$ cat config.mk
export PLATFORM = sky130hd
export DESIGN_NAME = wfmc_top
export DESIGN_NICKNAME = d
export VERILOG_FILES = /design/src/include/wfmc_pkg.sv /design/src/core/wfmc_top.sv /design/src/core/wfmc_id_match.sv /design/src/core/wfmc_data_match.sv
export SDC_FILE = /design/constraint.sdc
export NUM_CORES = 1
export LEC_CHECK = 0
export ABC_AREA = 1
export BUFFER_PORTS_ARGS = -buffer_cell sky130_fd_sc_hd__buf_4
export CAP_MARGIN = 20
export CORE_MARGIN = 2
export CORE_UTILIZATION = 25
export CTS_BUF_LIST = sky130_fd_sc_hd__clkbuf_2 sky130_fd_sc_hd__clkbuf_4 sky130_fd_sc_hd__clkbuf_8
export CTS_CLUSTER_SIZE = 10
export DETAILED_ROUTE_END_ITERATION = 10
export GPL_TIMING_DRIVEN = 0
export PLACE_DENSITY = 0.49
export SLEW_MARGIN = 20
export SYNTH_ARGS = -nofsm -noshare
export SYNTH_HDL_FRONTEND = slang
export SYNTH_SLANG_ARGS = --single-unit
$ cat constraint.sdc
create_clock -name ref_clk -period 1.5 [get_ports ref_clk]
set_clock_uncertainty 0.05 [all_clocks]
set_input_delay 0.375 -clock ref_clk [delete_from_list [all_inputs] [get_ports ref_clk]]
set_output_delay 0.375 -clock ref_clk [all_outputs]
set_load 0.03 [all_outputs]
$ cat src/include/wfmc_pkg.sv
// Purpose: constants shared by the wake frame match configuration block
// Assumes: 7-bit register addresses, 16-bit register data
// Notes: offsets are the register port addresses
`default_nettype none
package wfmc_pkg;

  localparam int WFMC_ADDR_W = 7;
  localparam int WFMC_DATA_W = 16;
  localparam int WFMC_ID_W = 29;
  localparam int WFMC_LOW_MASK_W = 13;
  localparam int WFMC_HIGH_MASK_W = 16;
  localparam int WFMC_DLC_W = 4;
  localparam int WFMC_BYTE_W = 8;
  localparam int WFMC_PAYLOAD_BYTES = 6;
  localparam int WFMC_FIRST_BYTE = 2;

  localparam logic [6:0] WFMC_ADDR_MASK_LOW = 7'h35;
  localparam logic [6:0] WFMC_ADDR_LENGTH = 7'h36;
  localparam logic [6:0] WFMC_ADDR_BYTES_7_6 = 7'h37;
  localparam logic [6:0] WFMC_ADDR_BYTES_5_4 = 7'h38;
  localparam logic [6:0] WFMC_ADDR_BYTES_3_2 = 7'h39;

  localparam logic [15:0] WFMC_REG_RESET = 16'h0000;
  localparam logic [15:0] WFMC_READ_UNMAPPED = 16'h0000;

  // low mask register field positions
  localparam int WFMC_MASK_UPPER_MSB = 15;
  localparam int WFMC_MASK_UPPER_LSB = 8;
  localparam int WFMC_MASK_LOWER_MSB = 6;
  localparam int WFMC_MASK_LOWER_LSB = 2;
  localparam int WFMC_MASK_RESV_BIT = 7;
  localparam int WFMC_MASK_SPLIT = 5;
  localparam int WFMC_DLC_MSB = 3;

  localparam logic [3:0] WFMC_MAX_LEN = 4'h8;
  localparam logic [28:0] WFMC_STD_ID_FIELD = 29'h000007FF;

  // payload length in bytes for a length code
  function automatic logic [3:0] wfmc_payload_len(input logic [3:0] code);
    logic [3:0] len;
    len = code;
    if (code[WFMC_DLC_MSB]) begin
      len = WFMC_MAX_LEN;
    end
    return len;
  endfunction

endpackage
`default_nettype wire

$ cat src/core/wfmc_top.sv
// Purpose: wake frame match configuration registers and frame matcher
// Assumes: register port and received-frame inputs share ref_clk
// Notes: read data appears one cycle after reg_rd; match one cycle
//        after rx_valid
`default_nettype none
// Overview of operation
// - mask bits: ident 12..5 at 15..8, 4..0 at 6..2
// - set mask bit compares, clear ignores
// - mask bit 7 and 1:0 read zero
// - length code in bits 3:0, rest zero
// - codes 8 to 15 mean eight bytes
// - length code must match bit for bit
// - offset 0x37 holds bytes 7 and 6
// - offset 0x38 holds bytes 5 and 4
// - offset 0x39 holds bytes 3 and 2
// - reset and soft reset clear everything
// - restart keeps mask bits, reserved zero
// - restart keeps length code, upper zero
// - restart keeps all payload data bits
// - high mask covers identifier bits 28..13
// - extension bit selects 11 or 29 bits
module wfmc_top
  import wfmc_pkg::*;
(
  input wire logic ref_clk,
  input wire logic resetn,
  input wire logic soft_reset,
  input wire logic restart,
  input wire logic [6:0] reg_addr,
  input wire logic [15:0] reg_wdata,
  input wire logic reg_wr,
  input wire logic reg_rd,
  output logic [15:0] reg_rdata,
  input wire logic rx_valid,
  input wire logic [28:0] rx_ident,
  input wire logic rx_ide,
  input wire logic [3:0] rx_dlc,
  input wire logic [47:0] rx_payload,
  input wire logic [28:0] cfg_ident,
  input wire logic cfg_ide,
  input wire logic [15:0] cfg_mask_high,
  output logic match_done,
  output logic wake_match
);

  // stored fields hold writable bits only; reserved bits never exist
  logic [12:0] mask_low_q, mask_low_d;
  logic [3:0] dlc_q, dlc_d;
  logic [15:0] bytes_7_6_q, bytes_7_6_d;
  logic [15:0] bytes_5_4_q, bytes_5_4_d;
  logic [15:0] bytes_3_2_q, bytes_3_2_d;
  logic [15:0] rdata_q, rdata_d;
  logic done_q, done_d;
  logic match_q, match_d;

  logic [15:0] mask_low_view;
  logic [15:0] dlc_view;
  logic [28:0] full_mask;
  logic id_ok;
  logic data_ok;
  logic dlc_ok;

  // register view with reserved bits forced to zero
  always_comb begin
    mask_low_view = WFMC_REG_RESET;
    mask_low_view[WFMC_MASK_UPPER_MSB:WFMC_MASK_UPPER_LSB] =
      mask_low_q[WFMC_LOW_MASK_W-1:WFMC_MASK_SPLIT];
    mask_low_view[WFMC_MASK_LOWER_MSB:WFMC_MASK_LOWER_LSB] =
      mask_low_q[WFMC_MASK_SPLIT-1:0];
    mask_low_view[WFMC_MASK_RESV_BIT] = 1'b0;
    dlc_view = WFMC_REG_RESET;
    dlc_view[WFMC_DLC_MSB:0] = dlc_q;
  end

  // register writes
  always_comb begin
    mask_low_d = mask_low_q;
    dlc_d = dlc_q;
    bytes_7_6_d = bytes_7_6_q;
    bytes_5_4_d = bytes_5_4_q;
    bytes_3_2_d = bytes_3_2_q;
    if (soft_reset) begin
      mask_low_d = '0;
      dlc_d = '0;
      bytes_7_6_d = WFMC_REG_RESET;
      bytes_5_4_d = WFMC_REG_RESET;
      bytes_3_2_d = WFMC_REG_RESET;
    end else if (restart) begin
      // restart leaves every writable bit as it was
      mask_low_d = mask_low_q;
      dlc_d = dlc_q;
      bytes_7_6_d = bytes_7_6_q;
      bytes_5_4_d = bytes_5_4_q;
      bytes_3_2_d = bytes_3_2_q;
    end else if (reg_wr) begin
      case (reg_addr)
        WFMC_ADDR_MASK_LOW: begin
          // bits 7 and 1:0 of the write data are dropped
          mask_low_d = {
            reg_wdata[WFMC_MASK_UPPER_MSB:WFMC_MASK_UPPER_LSB],
            reg_wdata[WFMC_MASK_LOWER_MSB:WFMC_MASK_LOWER_LSB]};
        end
        WFMC_ADDR_LENGTH: begin
          dlc_d = reg_wdata[WFMC_DLC_MSB:0];
        end
        WFMC_ADDR_BYTES_7_6: begin
          bytes_7_6_d = reg_wdata;
        end
        WFMC_ADDR_BYTES_5_4: begin
          bytes_5_4_d = reg_wdata;
        end
        WFMC_ADDR_BYTES_3_2: begin
          bytes_3_2_d = reg_wdata;
        end
        default: begin
          mask_low_d = mask_low_q;
        end
      endcase
    end
  end

  // register reads, unmapped addresses return zero
  always_comb begin
    rdata_d = rdata_q;
    if (soft_reset) begin
      rdata_d = WFMC_REG_RESET;
    end else if (reg_rd) begin
      case (reg_addr)
        WFMC_ADDR_MASK_LOW: begin
          rdata_d = mask_low_view;
        end
        WFMC_ADDR_LENGTH: begin
          rdata_d = dlc_view;
        end
        WFMC_ADDR_BYTES_7_6: begin
          rdata_d = bytes_7_6_q;
        end
        WFMC_ADDR_BYTES_5_4: begin
          rdata_d = bytes_5_4_q;
        end
        WFMC_ADDR_BYTES_3_2: begin
          rdata_d = bytes_3_2_q;
        end
        default: begin
          rdata_d = WFMC_READ_UNMAPPED;
        end
      endcase
    end
  end

  always_ff @(posedge ref_clk or negedge resetn) begin
    if (!resetn) begin
      mask_low_q <= '0;
      dlc_q <= '0;
      bytes_7_6_q <= WFMC_REG_RESET;
      bytes_5_4_q <= WFMC_REG_RESET;
      bytes_3_2_q <= WFMC_REG_RESET;
      rdata_q <= WFMC_REG_RESET;
    end else begin
      mask_low_q <= mask_low_d;
      dlc_q <= dlc_d;
      bytes_7_6_q <= bytes_7_6_d;
      bytes_5_4_q <= bytes_5_4_d;
      bytes_3_2_q <= bytes_3_2_d;
      rdata_q <= rdata_d;
    end
  end

  // identifier mask: neighbour register supplies bits 28..13
  assign full_mask = {cfg_mask_high, mask_low_q};

  wfmc_id_match u_id_match (
    .rx_ident(rx_ident),
    .rx_ide(rx_ide),
    .cfg_ident(cfg_ident),
    .cfg_ide(cfg_ide),
    .cfg_mask(full_mask),
    .id_ok(id_ok)
  );

  wfmc_data_match #(
    .NUM_BYTES(WFMC_PAYLOAD_BYTES)
  ) u_data_match (
    .rx_bytes(rx_payload),
    .cfg_bytes({bytes_7_6_q, bytes_5_4_q, bytes_3_2_q}),
    .cfg_dlc(dlc_q),
    .data_ok(data_ok)
  );

  // exact code equality; same length by another code fails
  assign dlc_ok = (rx_dlc == dlc_q);

  always_comb begin
    done_d = rx_valid && !soft_reset;
    match_d = rx_valid && !soft_reset && id_ok && dlc_ok && data_ok;
  end

  always_ff @(posedge ref_clk or negedge resetn) begin
    if (!resetn) begin
      done_q <= 1'b0;
      match_q <= 1'b0;
    end else begin
      done_q <= done_d;
      match_q <= match_d;
    end
  end

  assign reg_rdata = rdata_q;
  assign match_done = done_q;
  assign wake_match = match_q;

endmodule
`default_nettype wire

$ cat src/core/wfmc_id_match.sv
// Purpose: masked identifier compare for wake-up frames
// Assumes: standard identifiers sit in identifier bits 10..0
// Notes: purely combinational
`default_nettype none
module wfmc_id_match
  import wfmc_pkg::*;
(
  input wire logic [28:0] rx_ident,
  input wire logic rx_ide,
  input wire logic [28:0] cfg_ident,
  input wire logic cfg_ide,
  input wire logic [28:0] cfg_mask,
  output logic id_ok
);

  logic [28:0] mask_eff;

  always_comb begin
    // mask bits follow the configured identifier length
    mask_eff = cfg_ide ? cfg_mask : (cfg_mask & WFMC_STD_ID_FIELD);
    // set bit compares, clear bit ignores
    id_ok = (rx_ide == cfg_ide) &&
            (((rx_ident ^ cfg_ident) & mask_eff) == '0);
  end

endmodule
`default_nettype wire

$ cat src/core/wfmc_data_match.sv
// Purpose: expected payload byte compare for bytes 7..2
// Assumes: byte n sits at bits 8*(n-2)+7 .. 8*(n-2) of the payload ports
// Notes: bytes at or beyond the payload length are not compared
`default_nettype none
module wfmc_data_match
  import wfmc_pkg::*;
#(
  parameter int NUM_BYTES = WFMC_PAYLOAD_BYTES
) (
  input wire logic [NUM_BYTES*8-1:0] rx_bytes,
  input wire logic [NUM_BYTES*8-1:0] cfg_bytes,
  input wire logic [3:0] cfg_dlc,
  output logic data_ok
);

  logic [3:0] len;

  always_comb begin
    len = wfmc_payload_len(cfg_dlc);
    data_ok = 1'b1;
    for (int i = 0; i < NUM_BYTES; i++) begin
      if (4'(i + WFMC_FIRST_BYTE) < len &&
          rx_bytes[i*WFMC_BYTE_W +: WFMC_BYTE_W] !=
          cfg_bytes[i*WFMC_BYTE_W +: WFMC_BYTE_W]) begin
        data_ok = 1'b0;
      end
    end
  end

endmodule
`default_nettype wire

After elaboration in Yosys (flattened, before gate mapping)
Index checks and enable logic that the tools add are counted.

Bits in registers: 83. Output and inout port bits: 18. Bits of input ports: 158. Logic and storage cells: 86.

$lt $le $gt $ge: 6. Eq/ne operators: 14. Bitwise operators: 2. Mux-type cells: 31. Reductions and logical operators: 25.

Operators with widths (count): 16-bit two-way mux (14); 16-bit one-hot mux with 5 select lines (1); 13-bit two-way mux (4); 8-bit != test (6); 7-bit by 6-bit equality test with 1-bit output, second input constant (5); 29-bit bitwise AND (1); 29-bit logical NOT (1); 29-bit two-way mux (1); 29-bit XOR (1); 4-bit two-way mux (5); 3-bit by 4-bit less-than comparator with 1-bit output, first input constant (4); 3-bit AND reduction (5); 2-bit nonzero test (7); 1-bit logical AND (11); 2-bit by 4-bit less-than comparator with 1-bit output, first input constant (2); 1-bit two-way mux (6); 4-bit equality test (1); 2-bit != test, second input constant (1); 1-bit equality test (1); 1-bit logical NOT (1).

Logic depth before layout (Yosys ltp)
Gate-level depths: netlist (run 1).

Depth in word-level cells: 10. Mapped depth: 11. Depth with buffers taken out: 11.

Cells and area by module
From an unflattened synthesis (run 1), not the netlist that was laid out.

Cell total of the unflattened synthesis: 852. Area, all modules: 5590.4 µm².

By module, submodules not included: wfmc_top (sequential area each 2077.0 µm², area each 3951.3 µm², instances 1, cells each 494); wfmc_id_match (sequential area each 0.0 µm², area each 875.8 µm², instances 1, cells each 205); wfmc_data_match (sequential area each 0.0 µm², area each 763.2 µm², instances 1, cells each 153).

Worst setup path after synthesis (run 1)
OpenSTA, ideal clock, no wires.

Kind: input-to-reg. Start point: in reg_addr[5]. End point: reg bytes_7_6_q[10]. Buffers on the path: 2. Required time: 1.330 ns. Setup time: 0.120 ns. Arrival: 1.242 ns. Stages: 10. Path slack: 0.088 ns. Cells stage by stage: nand2_2 > nor2_8 > and2_4 > buf_8 > nand2_8 > nand2_8 > inv_6 > buf_6 > nand2_1 > o21ai_2.

Longest elaborated chain between the ends: 3.

Ends and longest elaborated chain: start: declaration (line wfmc_top.sv:29) `input wire logic [6:0] reg_addr,`; 7-bit by 6-bit equality test with 1-bit output (line wfmc_top.sv:96) `case (reg_addr)`; 2-bit nonzero test (no line); 3-bit AND reduction (no line); end signal: assignment (line wfmc_top.sv:162) `bytes_7_6_q <= bytes_7_6_d;`; end: declaration (line wfmc_top.sv:49) `logic [15:0] bytes_7_6_q, bytes_7_6_d;`.

Every way passes these cells. A chain may end at the register's enable or synchronous reset.

Worst setup path in the final report (run 1)
Start point: in soft_reset. End point: reg rdata_q[12] (netlist: reg_rdata[12]).

Longest elaborated chain between the ends: 1. Elaborated cells between the ends (all ways): 2. Those cells by class: 1 x mux; 1 x reduce/logical.

Ends and longest elaborated chain: start: declaration (line wfmc_top.sv:27) `input wire logic soft_reset,`; 16-bit two-way mux / 2-bit nonzero test (equally long branches); end signal: assignment (line wfmc_top.sv:165) `rdata_q <= rdata_d;`; end: declaration (line wfmc_top.sv:52) `logic [15:0] rdata_q, rdata_d;`.

Several ways; a longest one is shown, not always the timed one.

==> results.md, run 1 <==
* Status: finished clean
* Cts bufs inserted at 9
* Critical path peak fanout at 10
* DR pass1 iterations at 5
* Clock share of power at 28.2%
* Post-route insts no fill at 1219
* # IOs at 176
* Row count at 52
* # port buffers at 175
* Clock transition at the registers of the reported paths at 90 ps
* Starting Density at 25.7%
* Fin worst setup slack at 60.6 ps
* Core Footprint at 20400 µm²
* DR vias/cell at 4.29
* Cells after DPL at 1189
* CP Launch Type: primary input
* Die area at 22100 µm²
* H-tree depth at 3
* Comb pwr share at 23.5%
* Cells after Synth at 743
* Int Pwr at 0.00358 W
* Maximum clock frequency at 0.695 GHz
* Worst skew pair latency at 360 ps
* Hold_sp: rx_valid
* Sw frac at 31.3%
* HP Class: primary input to flip-flop
* CP Capture Type: flip-flop
* Async S/R FF share, synth at 100%
* Gpl congestion at 0.819
* Layout cell share with drive strength beyond 1 at 30.1%
* Setup CP Type: primary input to flip-flop
* Main synth FF type: dfrtp_1
* First-pass GRT wire length at 27600 µm
* P per Cell Area at 719 nW/µm²
* Pre-CTS setup slack at -367 ps
* Filler cells at 2210
* Drt drc at 0
* Switch Pwr at 0.00163 W
* DR iter-0 viols at 287
* Post-route ant nets at 0
* DP Area at 6920 µm²
* Reg2reg start: bytes_3_2_q[12]
* Crit path time final at 1440 ps
* Worst IR Drop VDD at 0.327 mV
* Hold Vio Cnt, Final at 0
* Total GRT Usage at 16.3%
* Final worst-path cycle share at 96.0%
* Fin area at 7240 µm²
* Worst Path Arrival at 1690 ps
* Reg2Reg Setup Slack at 110 ps
* Leak at 3.71 nW
* Final wirelength at 18200 µm
* Worst r2r dst: wake_match
* Die X at 149 µm
* Mean post-synth cell area at 7.06 µm²
* Dpl hpwl at 15300 µm
* Initial antenna violation count at 0
* Worst path required time at 1750 ps
* Synth Warn # at 0
* Clock buffer depth at 2
* Pins over their slew limit at 0
* DR vias at 5233
* Root Buffer: clkbuf_8
* Least-Margin Pin Slew at 526 ps
* TritonCTS Sinks at 83
* Worst slew margin at 64.8%
* Wire length per cell at 15.0 µm
* Crit path from: soft_reset
* Vias in the first global route at 4972
* Final setup violation count at 0
* Synthesized area at 5240 µm²
* Post-synthesis sequential area ratio at 39.6%
* Area delta synth->final at 38.1%
* Post-layout net count at 1102
* Ant diodes at 0
* EDFF count, synth at 0
* Max cap viols at 0
* Flop and latch count out of synthesis at 83
* Hold Path End: match_done
* TritonCTS clock tree: done
* Chip height at 149 µm
* Largest net degree at the start of global routing at 54
* Syn Nets at 901
* Sequential share of power at 48.3%
* Overflow after GRT at 0
* R2r worst-path depth at 10
* Synth cell types at 33
* Hold path depth at 3
* Final hold slack at 184 ps
## cell type report
class / instances / area (µm²) / area share (%)
repair buffers: 190 / 1450 / 20.0
multi-input cells: 567 / 2770 / 38.2
clock buffers: 9 / 124 / 1.71
well taps: 270 / 338 / 4.66
clock inverters: 7 / 45.0 / 0.622
flip-flops and latches: 83 / 2080 / 28.7
inverters: 75 / 293 / 4.04
plain buffers: 18 / 145 / 2.00
## cells by family after synthesis
| kind of cell | synth area share [%] |
|---|---|
| and+or+nand+nor | 36.6 |
| buffers and inverters | 8.28 |
| DFF | 39.6 |
| AOI/OAI and AO/OA | 8.88 |
| xor gates and xnor gates | 6.68 |
## power groups by stage
stage / registers, W / logic, W / clock network (W)
after floorplan: 0.00251 / 0.000602 / 0
after global placement: 0.00256 / 0.00116 / 0
after detailed placement: 0.00256 / 0.00119 / 0
after CTS: 0.00252 / 0.00119 / 0.00148
after global routing: 0.00254 / 0.00137 / 0.00158
final: 0.00252 / 0.00123 / 0.00147
## registers in the layout (all words and copies together) (netlist names)
signal	flops
wake_match	1
bytes_5_4_q	16
reg_rdata	16
bytes_3_2_q	16
match_done	1
mask_low_q	13
bytes_7_6_q	16
dlc_q	4
## worst max-delay path by stage
stage,endpoint,slack (ps)
detailed placement,dlc_q[0],-370
CTS,dlc_q[0],8
global placement,dlc_q[0],-410
global route,wake_match,-6
floorplan,bytes_7_6_q[10],90
finish,reg_rdata[12],60
## cell usage in the layout (no fill, tap or decap), drive strengths merged, types with 2 or more instances in the layout
cell type and instances:
a21oi 4, buf 203, clkbuf 13, clkinv 4, clkinvlp 4, dfrtp 83
inv 74, nand2 326, nand3 34, nand3b 2, nand4 19, nor2 48
nor3 2, o21ai 74, o22ai 2, or2 14, xnor2 38, xor2 2
## cells in the mapped netlist, types with 4 or more instances
cell type | n | area [µm²]
nand2_1 | 317 | 1190
or2_2 | 14 | 87.6
o21ai_2 | 15 | 131
a21oi_1 | 4 | 20.0
inv_1 | 66 | 248
nand4_1 | 19 | 119
nand3_1 | 34 | 170
buf_6 | 7 | 78.8
xnor2_1 | 38 | 333
buf_2 | 5 | 25.0
o21ai_0 | 24 | 120
o21ai_1 | 35 | 175
nand2_2 | 4 | 25.0
nor2_1 | 46 | 173
dfrtp_1 | 83 | 2080
inv_2 | 5 | 18.8
## worst max-delay path, cell delays in order
cell and delay, ps:
buf_4 130, clkinv_2 210, buf_2 310, buf_1 380
nand3_1 200, nand2_1 90
## through the flow
stage               utilization (%)  TNS (ps)  total power (W)
floorplan                         -         0          0.00312
global placement               33.8    -18220          0.00373
detailed placement             33.9    -17640          0.00375
CTS                            34.8         0          0.00519
global route                   35.5     -5.54          0.00549
finish                         35.5         0          0.00521
## per-layer routing
layer	GRT usage, %	vias up	share of wire [%]
li1	-	2734	-
met1	22.3	2321	45
met2	26.8	166	46
met3	2.60	12	7.3
met4	4.19	0	1.3
met5	0	-	0
## repair_timing
action / 4_1_cts / 5_1_grt
pin swaps: 0 / 7
hold endpoints to repair: 30 / 0
hold buffers: 1 / 0
resized for setup: 1 / 17
setup endpoints to repair: 1 / 30
buffers inserted: 0 / 13
Power figures use the tool's default switching activity.
==> inputs of run 2 (changes only) <==
- SYNTH_HIERARCHICAL: unset -> 1
==> run 2 against run 1 <==
Compared with the run above:
- the run now ends with hold timing, setup timing left
- sequential power about the same
- non-clock buffer count rose by 13
- final cell count up 9.8%
- combinational power rose by 5%
- worst setup slack got worse by 120 ps
- synthesized area up 6.6%
- first-iteration DRC count increased by 15%
- critical path depth grew 3
- sequential share of layout area fell by 1.7 points
- synthesized cell count rose by 15%
- power rose by 12%
- wire length grew 5.7%
==> results.md, run 2 <==
* Status: complete, but fails checks
* Failing checks: hold timing, setup timing
* Area leader, netlist: dfrtp_1
* Ant diodes at 0 (unchanged)
* Flop and latch count out of synthesis at 83 (unchanged)
* Most common cell after layout, fill and taps aside: nand2_1
* Setup CP Type: flip-flop to flip-flop
* DR iter-0 viols at 329 (+15%)
* Worst path required time at 1740 ps (about the same)
* Worst skew pair latency at 370 ps (about the same)
* Filler cells at 2373 (+7.4%)
* Maximum clock frequency at 0.642 GHz (-7.6%)
* Async S/R FF share, synth at 100% (unchanged)
* Fin worst setup slack at -58.0 ps (-119 ps)
* Post-route ant nets at 0 (unchanged)
* Clock transition at the registers of the reported paths at 100 ps (about the same)
* EDFF count, synth at 0 (unchanged)
* Synth top area cells: dfrtp_1, nand2_1, nand3_1
* CP Cell Sequence: xnor2_1, nand2_1, nor2_2, nand2_2, nand2_1, nand3_2, nor2_4, nand3_2, nor3_2
* Met3 Use GR at 2.17% (-0.43 points)
* Total GRT Usage at 16.3% (-0.032 points)
* Post-route insts no fill at 1339 (+9.8%)
* RSZ-0062 raised after global routing: true
* Synth Warn # at 6 (+6)
* Leak at 4.17 nW (+12%)
* Crit path time final at 1560 ps (+119 ps)
* Hold Vio Cnt, Final at 15 (+15)
* Dpl hpwl at 15600 µm (+2.5%)
* Crit path from: bytes_5_4_q[9]
* Drt drc at 0 (unchanged)
* Die area at 23600 µm² (+6.4%)
* Worst slew margin at 46.8% (-18 points)
* Root Buffer: clkbuf_8
* Die X at 154 µm (+3.2%)
* # port buffers at 173 (-1.1%)
* Final wirelength at 19300 µm (+5.7%)
* Least-Margin Pin Slew at 798 ps (+273 ps)
* Max cap viols at 0 (unchanged)
* Cells after DPL at 1305 (+9.8%)
* Largest stage delay, worst path at 410 ps (+30 ps)
* CP Capture Type: flip-flop
* Top cells by count, synth: nand2_1, inv_1, nand3_1, dfrtp_1, o21ai_1
* Slowest library cell on the worst path: dfrtp_1
* Gr busiest metal: met2
* Cells after Synth at 852 (+15%)
* Most frequent cells in the layout: nand2_1, buf_4, inv_1
* Final worst-path cycle share at 104% (+7.9 points)
* TritonCTS clock tree: done
* Worst Path Arrival at 1800 ps (+110 ps)
* Count leader, synth: nand2_1
* Mean post-synth cell area at 6.56 µm² (-7.0%)
* Post-synthesis sequential area ratio at 37.2% (-2.5 points)
* R2r worst-path depth at 9 (-1)
* Critical path peak fanout at 2 (-8)
* Syn Nets at 1010 (+12%)
* Cts bufs inserted at 9 (unchanged)
* Register area at 2080 µm² (-0.12%)
* Initial antenna violation count at 0 (unchanged)
* Starting Density at 25.5% (-0.13 points)
* H-tree depth at 3 (unchanged)
* HP Class: primary input to asynchronous set/reset pin
* Chip height at 154 µm (+3.2%)
* Main synth FF type: dfrtp_1
* Synth cell types at 24 (-27%)
* Post-layout net count at 1212 (+10%)
* Clock buffer depth at 2 (unchanged)
* Gpl congestion at 0.849 (+3.7%)
* M1 GR Usage at 22.7% (+0.32 points)
* Worst IR Drop VDD at 0.491 mV (+50%)
* Layout cell share with drive strength beyond 1 at 25.8% (-4.4 points)
* TritonCTS Sinks at 83 (unchanged)
* Pre-CTS setup slack at -424 ps (-57.5 ps)
* Largest net degree at the start of global routing at 84 (+56%)
* First-pass GRT wire length at 29900 µm (+8.1%)
* Vias in the first global route at 5400 (+8.6%)
* Pins over their slew limit at 0 (unchanged)
* Multi-input gate area at 2880 µm² (+3.8%)
* Reg2reg start: bytes_5_4_q[9]
* Final hold slack at -20.1 ps (-204 ps)
* Core Footprint at 21900 µm² (+7.2%)
* Row count at 54 (+3.8%)
* DR vias at 5699 (+8.9%)
* Setup TNS at -58.0 ps (-58.0 ps)
* Final setup violation count at 1 (+1)
* DR pass1 iterations at 8 (+3)
* Area delta synth->final at 37.4%
* Synthesized area at 5590 µm² (+6.6%)
* P per Cell Area at 763 nW/µm² (+6.1%)
* Met2 GRT Util at 26.9% (+0.028 points)
* Synth top area share at 37.2% (-2.5 points)
* DR vias/cell at 4.26 (-0.85%)
* Hold buffers post-CTS at 0 (-1)
* Overflow after GRT at 0 (unchanged)
* Wire length per cell at 14.4 µm (-3.8%)
* # IOs at 176 (unchanged)
* CP Launch Type: flip-flop
==> run 2: cell types whose count changed in the layout (fill, tap and decap cells not counted), sizes merged, moves of 10 or more <==
cell / delta
or2: -11
nand4: -19
nand2: +10
buf: +14
nand3: +70
inv: +50
==> run 2: worst max-delay path, delay by kind of cell (launching register included) <==
kind | cells | cell delay [ps]
XOR/XNOR | 1 | 160
AND/OR/NAND/NOR | 8 | 840
flip-flops | 1 | 410
==> run 2: final timing paths <==
path                                  end  slack [ps]
hold reg to reg             reg_rdata[12]         440
setup reg to reg               wake_match         -60
min in group ref_clk           match_done         170
setup / recovery               wake_match         -60
max in group asynchronous  bytes_5_4_q[3]         830
hold / removal                   dlc_q[3]         -20
==> run 2: per-layer routing <==
metal | vias up | part of all wire, %
li1 | 3017 | -
met4 | 0 | 1.1
met3 | 14 | 5.5
met1 | 2478 | 48
met5 | - | 0
met2 | 190 | 46
==> run 2: power by group <==
part	switching (W)	internal, W	total (W)
registers	0.000159	0.00237	0.00253
clock network	0.000881	0.00115	0.00204
logic	0.000655	0.000636	0.00129
total	0.00169	0.00416	0.00586
==> run 2: repair_timing <==
| action | 4_1_cts | 5_1_grt |
|---|---|---|
| buffers inserted | 16 | 2 |
| endpoints found under the setup margin | 1 | 20 |
| pin swaps | 9 | 7 |
| resized for setup | 10 | 7 |
| hold endpoints to repair | 0 | 0 |
==> run 2: through the flow <==
step	total power (W)	util, %	area [µm²]
after floorplan	0.00317	-	5590
after global placement	0.00379	33.1	7240
after detailed placement	0.00380	33.1	7240
after CTS	0.00589	34.9	7650
after global routing	0.00617	35.1	7680
final	0.00586	35.1	7680
==> run 2: cells by family after synthesis <==
kind of cell	synth area share (%)
xor gates and xnor gates	5.95
AOI/OAI and AO/OA	6.31
and+or+nand+nor	38.3
buffers and inverters	12.3
DFF	37.2
==> run 2: final cells by class <==
cell class                      instances  area share [%]
Sequential cell                        83            27.0
Timing Repair Buffer                  191            18.7
Clock buffer                           10            1.79
Clock inverter                          6            1.47
Buffer                                 30            2.80
Tap cell                              280            4.56
Multi-Input combinational cell        613            37.4
Inverter                              126            6.16
==> inputs of run 3 (changes only) <==
- CORE_UTILIZATION: 25 -> 46
- PLACE_DENSITY: 0.49 -> 0.77
- clock period: 1.5 -> 1.9 ns (I/O delays scaled with it)
==> run 3 against run 2 <==
Compared with the run above:
- the flow now finishes without violations
- utilization increased by 26 points
- first-iteration DRC count increased by 41%
- sequential share of layout area increased by 1.3 points
- power decreased by 23%
- final cell count decreased by 11%
- non-clock buffer count decreased by 18
- cell area decreased by 4.6%
- worst hold slack improved by 92 ps
- highest routed layer unchanged
==> results.md, run 3 (synthesized netlist as in run 2, its figures left out) <==
* Status: finished clean
* Clock buffer depth at 2 (unchanged)
* Largest net degree at the start of global routing at 84 (unchanged)
* Worst path required time at 2130 ps (+390 ps)
* Worst skew pair latency at 370 ps (about the same)
* Pre-CTS setup slack at -76.2 ps (+348 ps)
* Leak at 4.06 nW (-2.6%)
* # IOs at 176 (unchanged)
* Initial antenna violation count at 0 (unchanged)
* DR iter-0 viols at 465 (+41%)
* Reg2Reg Setup Slack at 240 ps (+300 ps)
* RSZ-0062 raised after global routing: false
* Clock transition at the registers of the reported paths at 80 ps (-20 ps)
* Wire length per cell at 13.6 µm (-5.3%)
* First-pass GRT wire length at 25700 µm (-14%)
* Ant diodes at 0 (unchanged)
* # port buffers at 173 (unchanged)
* CP Capture Type: flip-flop
* Worst Path Arrival at 1890 ps (+90 ps)
* Worst slew margin at 50.7% (+3.9 points)
* Fin worst setup slack at 242 ps (+300 ps)
* Hold buffers post-CTS at 0 (unchanged)
* H-tree depth at 3 (unchanged)
* TritonCTS Sinks at 83 (unchanged)
* Crit path time final at 1660 ps (+99.6 ps)
* DR vias/cell at 4.96 (+17%)
* Final wirelength at 16200 µm (-16%)
* P per Cell Area at 615 nW/µm² (-19%)
* Root Buffer: clkbuf_8
* DR vias at 5898 (+3.5%)
* Worst IR Drop VDD at 0.377 mV (-23%)
* Overflow after GRT at 0 (unchanged)
* Area delta synth->final at 31.0%
* Layout cell share with drive strength beyond 1 at 23.2% (-2.5 points)
* Setup CP Type: flip-flop to flip-flop
* Max cap viols at 0 (unchanged)
* Post-CTS setup buffers at 0 (-16)
* DP Area at 7070 µm² (-2.3%)
* Dpl hpwl at 13200 µm (-15%)
* Chip height at 114 µm (-26%)
* Least-Margin Pin Slew at 739 ps (-59.2 ps)
* Final setup violation count at 0 (-1)
* Post-layout net count at 1194 (-1.5%)
* Most common cell after layout, fill and taps aside: nand2_1
* Final worst-path cycle share at 87.2% (-17 points)
* Fin area at 7330 µm² (-4.6%)
* Vias in the first global route at 5261 (-2.6%)
* Hold Vio Cnt, Final at 0 (-15)
* Maximum clock frequency at 0.603 GHz (-6.0%)
* Gpl congestion at 0.887 (+4.4%)
* Cts bufs inserted at 9 (unchanged)
* Post-route ant nets at 0 (unchanged)
* Most frequent cells in the layout: nand2_1, buf_4, inv_1
* Total GRT Usage at 25.3% (+9.0 points)
* Die X at 114 µm (-26%)
* HP Class: primary input to asynchronous set/reset pin
* Cells after DPL at 1172 (-10%)
* DR pass1 iterations at 5 (-3)
* TritonCTS clock tree: done
* Critical path peak fanout at 3 (+1)
* Pins over their slew limit at 0 (unchanged)
* Row count at 40 (-26%)
* Post-CTS Resized at 0 (-10)
* Starting Density at 46.7% (+21 points)
* Die area at 13100 µm² (-45%)
* Core Footprint at 12000 µm² (-45%)
* Post-route insts no fill at 1188 (-11%)
* Drt drc at 0 (unchanged)
* CP Launch Type: flip-flop
==> run 3: cell types whose count changed in the layout (fill, tap and decap cells not counted), moves of 2 or more <==
| cell | before | now |
|---|---|---|
| clkinv_4 | 2 | 0 |
| clkbuf_2 | 2 | 0 |
| nor2_1 | 43 | 48 |
| clkbuf_1 | 2 | 4 |
| buf_4 | 194 | 176 |
| nand3_2 | 7 | 4 |
| nand3_1 | 97 | 100 |
| nand2_1 | 326 | 328 |
| nor2_4 | 7 | 5 |
| nor2_2 | 3 | 0 |
| nand2_2 | 10 | 8 |
==> run 3: final timing paths <==
path,depth (start not counted),end,startpoint
min in group ref_clk,2,match_done,soft_reset
min reg2reg,2,reg_rdata[12],reg_rdata[12]
min,1,bytes_7_6_q[2],resetn
max reg2reg,9,wake_match,bytes_5_4_q[8]
max in group asynchronous,1,bytes_7_6_q[8],resetn
max,9,wake_match,bytes_5_4_q[8]
==> run 3: per-layer routing <==
layer / wire [µm] / vias up / GRT usage (%)
li1: - / 2975 / -
met1: 6900 / 2630 / 32.2
met2: 7550 / 270 / 42.6
met3: 1390 / 23 / 4.55
met4: 367 / 0 / 10.3
met5: 0 / - / 0
==> run 3: cell type report <==
type / instances / area [µm²]
Fill cell: 1125 / 4640
Clock inverter: 6 / 111
Clock buffer: 10 / 138
Timing Repair Buffer: 173 / 1300
Buffer: 30 / 213
Multi-Input combinational cell: 613 / 2830
Sequential cell: 83 / 2080
Tap cell: 147 / 184
Inverter: 126 / 473
==> run 3: power breakdown <==
group          total (W)  leakage, nW  switching (W)  internal, W
Sequential       0.00201         1.10       0.000131      0.00187
Clock            0.00157        0.123       0.000660     0.000911
Combinational   0.000933         2.84       0.000471     0.000462
Total            0.00451         4.06        0.00126      0.00325
==> run 3: stage by stage <==
stage                     TNS [ps]  hold WS [ps]  util [%]  total power, W
after CTS                        0           242      61.2         0.00452
after global routing             0           168      61.2         0.00471
final                            0          71.6      61.2         0.00451
after detailed placement     -76.2           418      59.1         0.00297
after floorplan                  0           129         -         0.00250
after global placement       -56.5           417      59.1         0.00295
==> run 3: worst max-delay path, stage by stage (launching register included) <==
cell,delay [ps]
dfrtp_1,420
xnor2_1,180
nand2_1,70
nor2_1,160
nand2_1,130
nand2_1,80
nand3_1,80
nor2_1,130
nand3_1,90
nor3_1,190
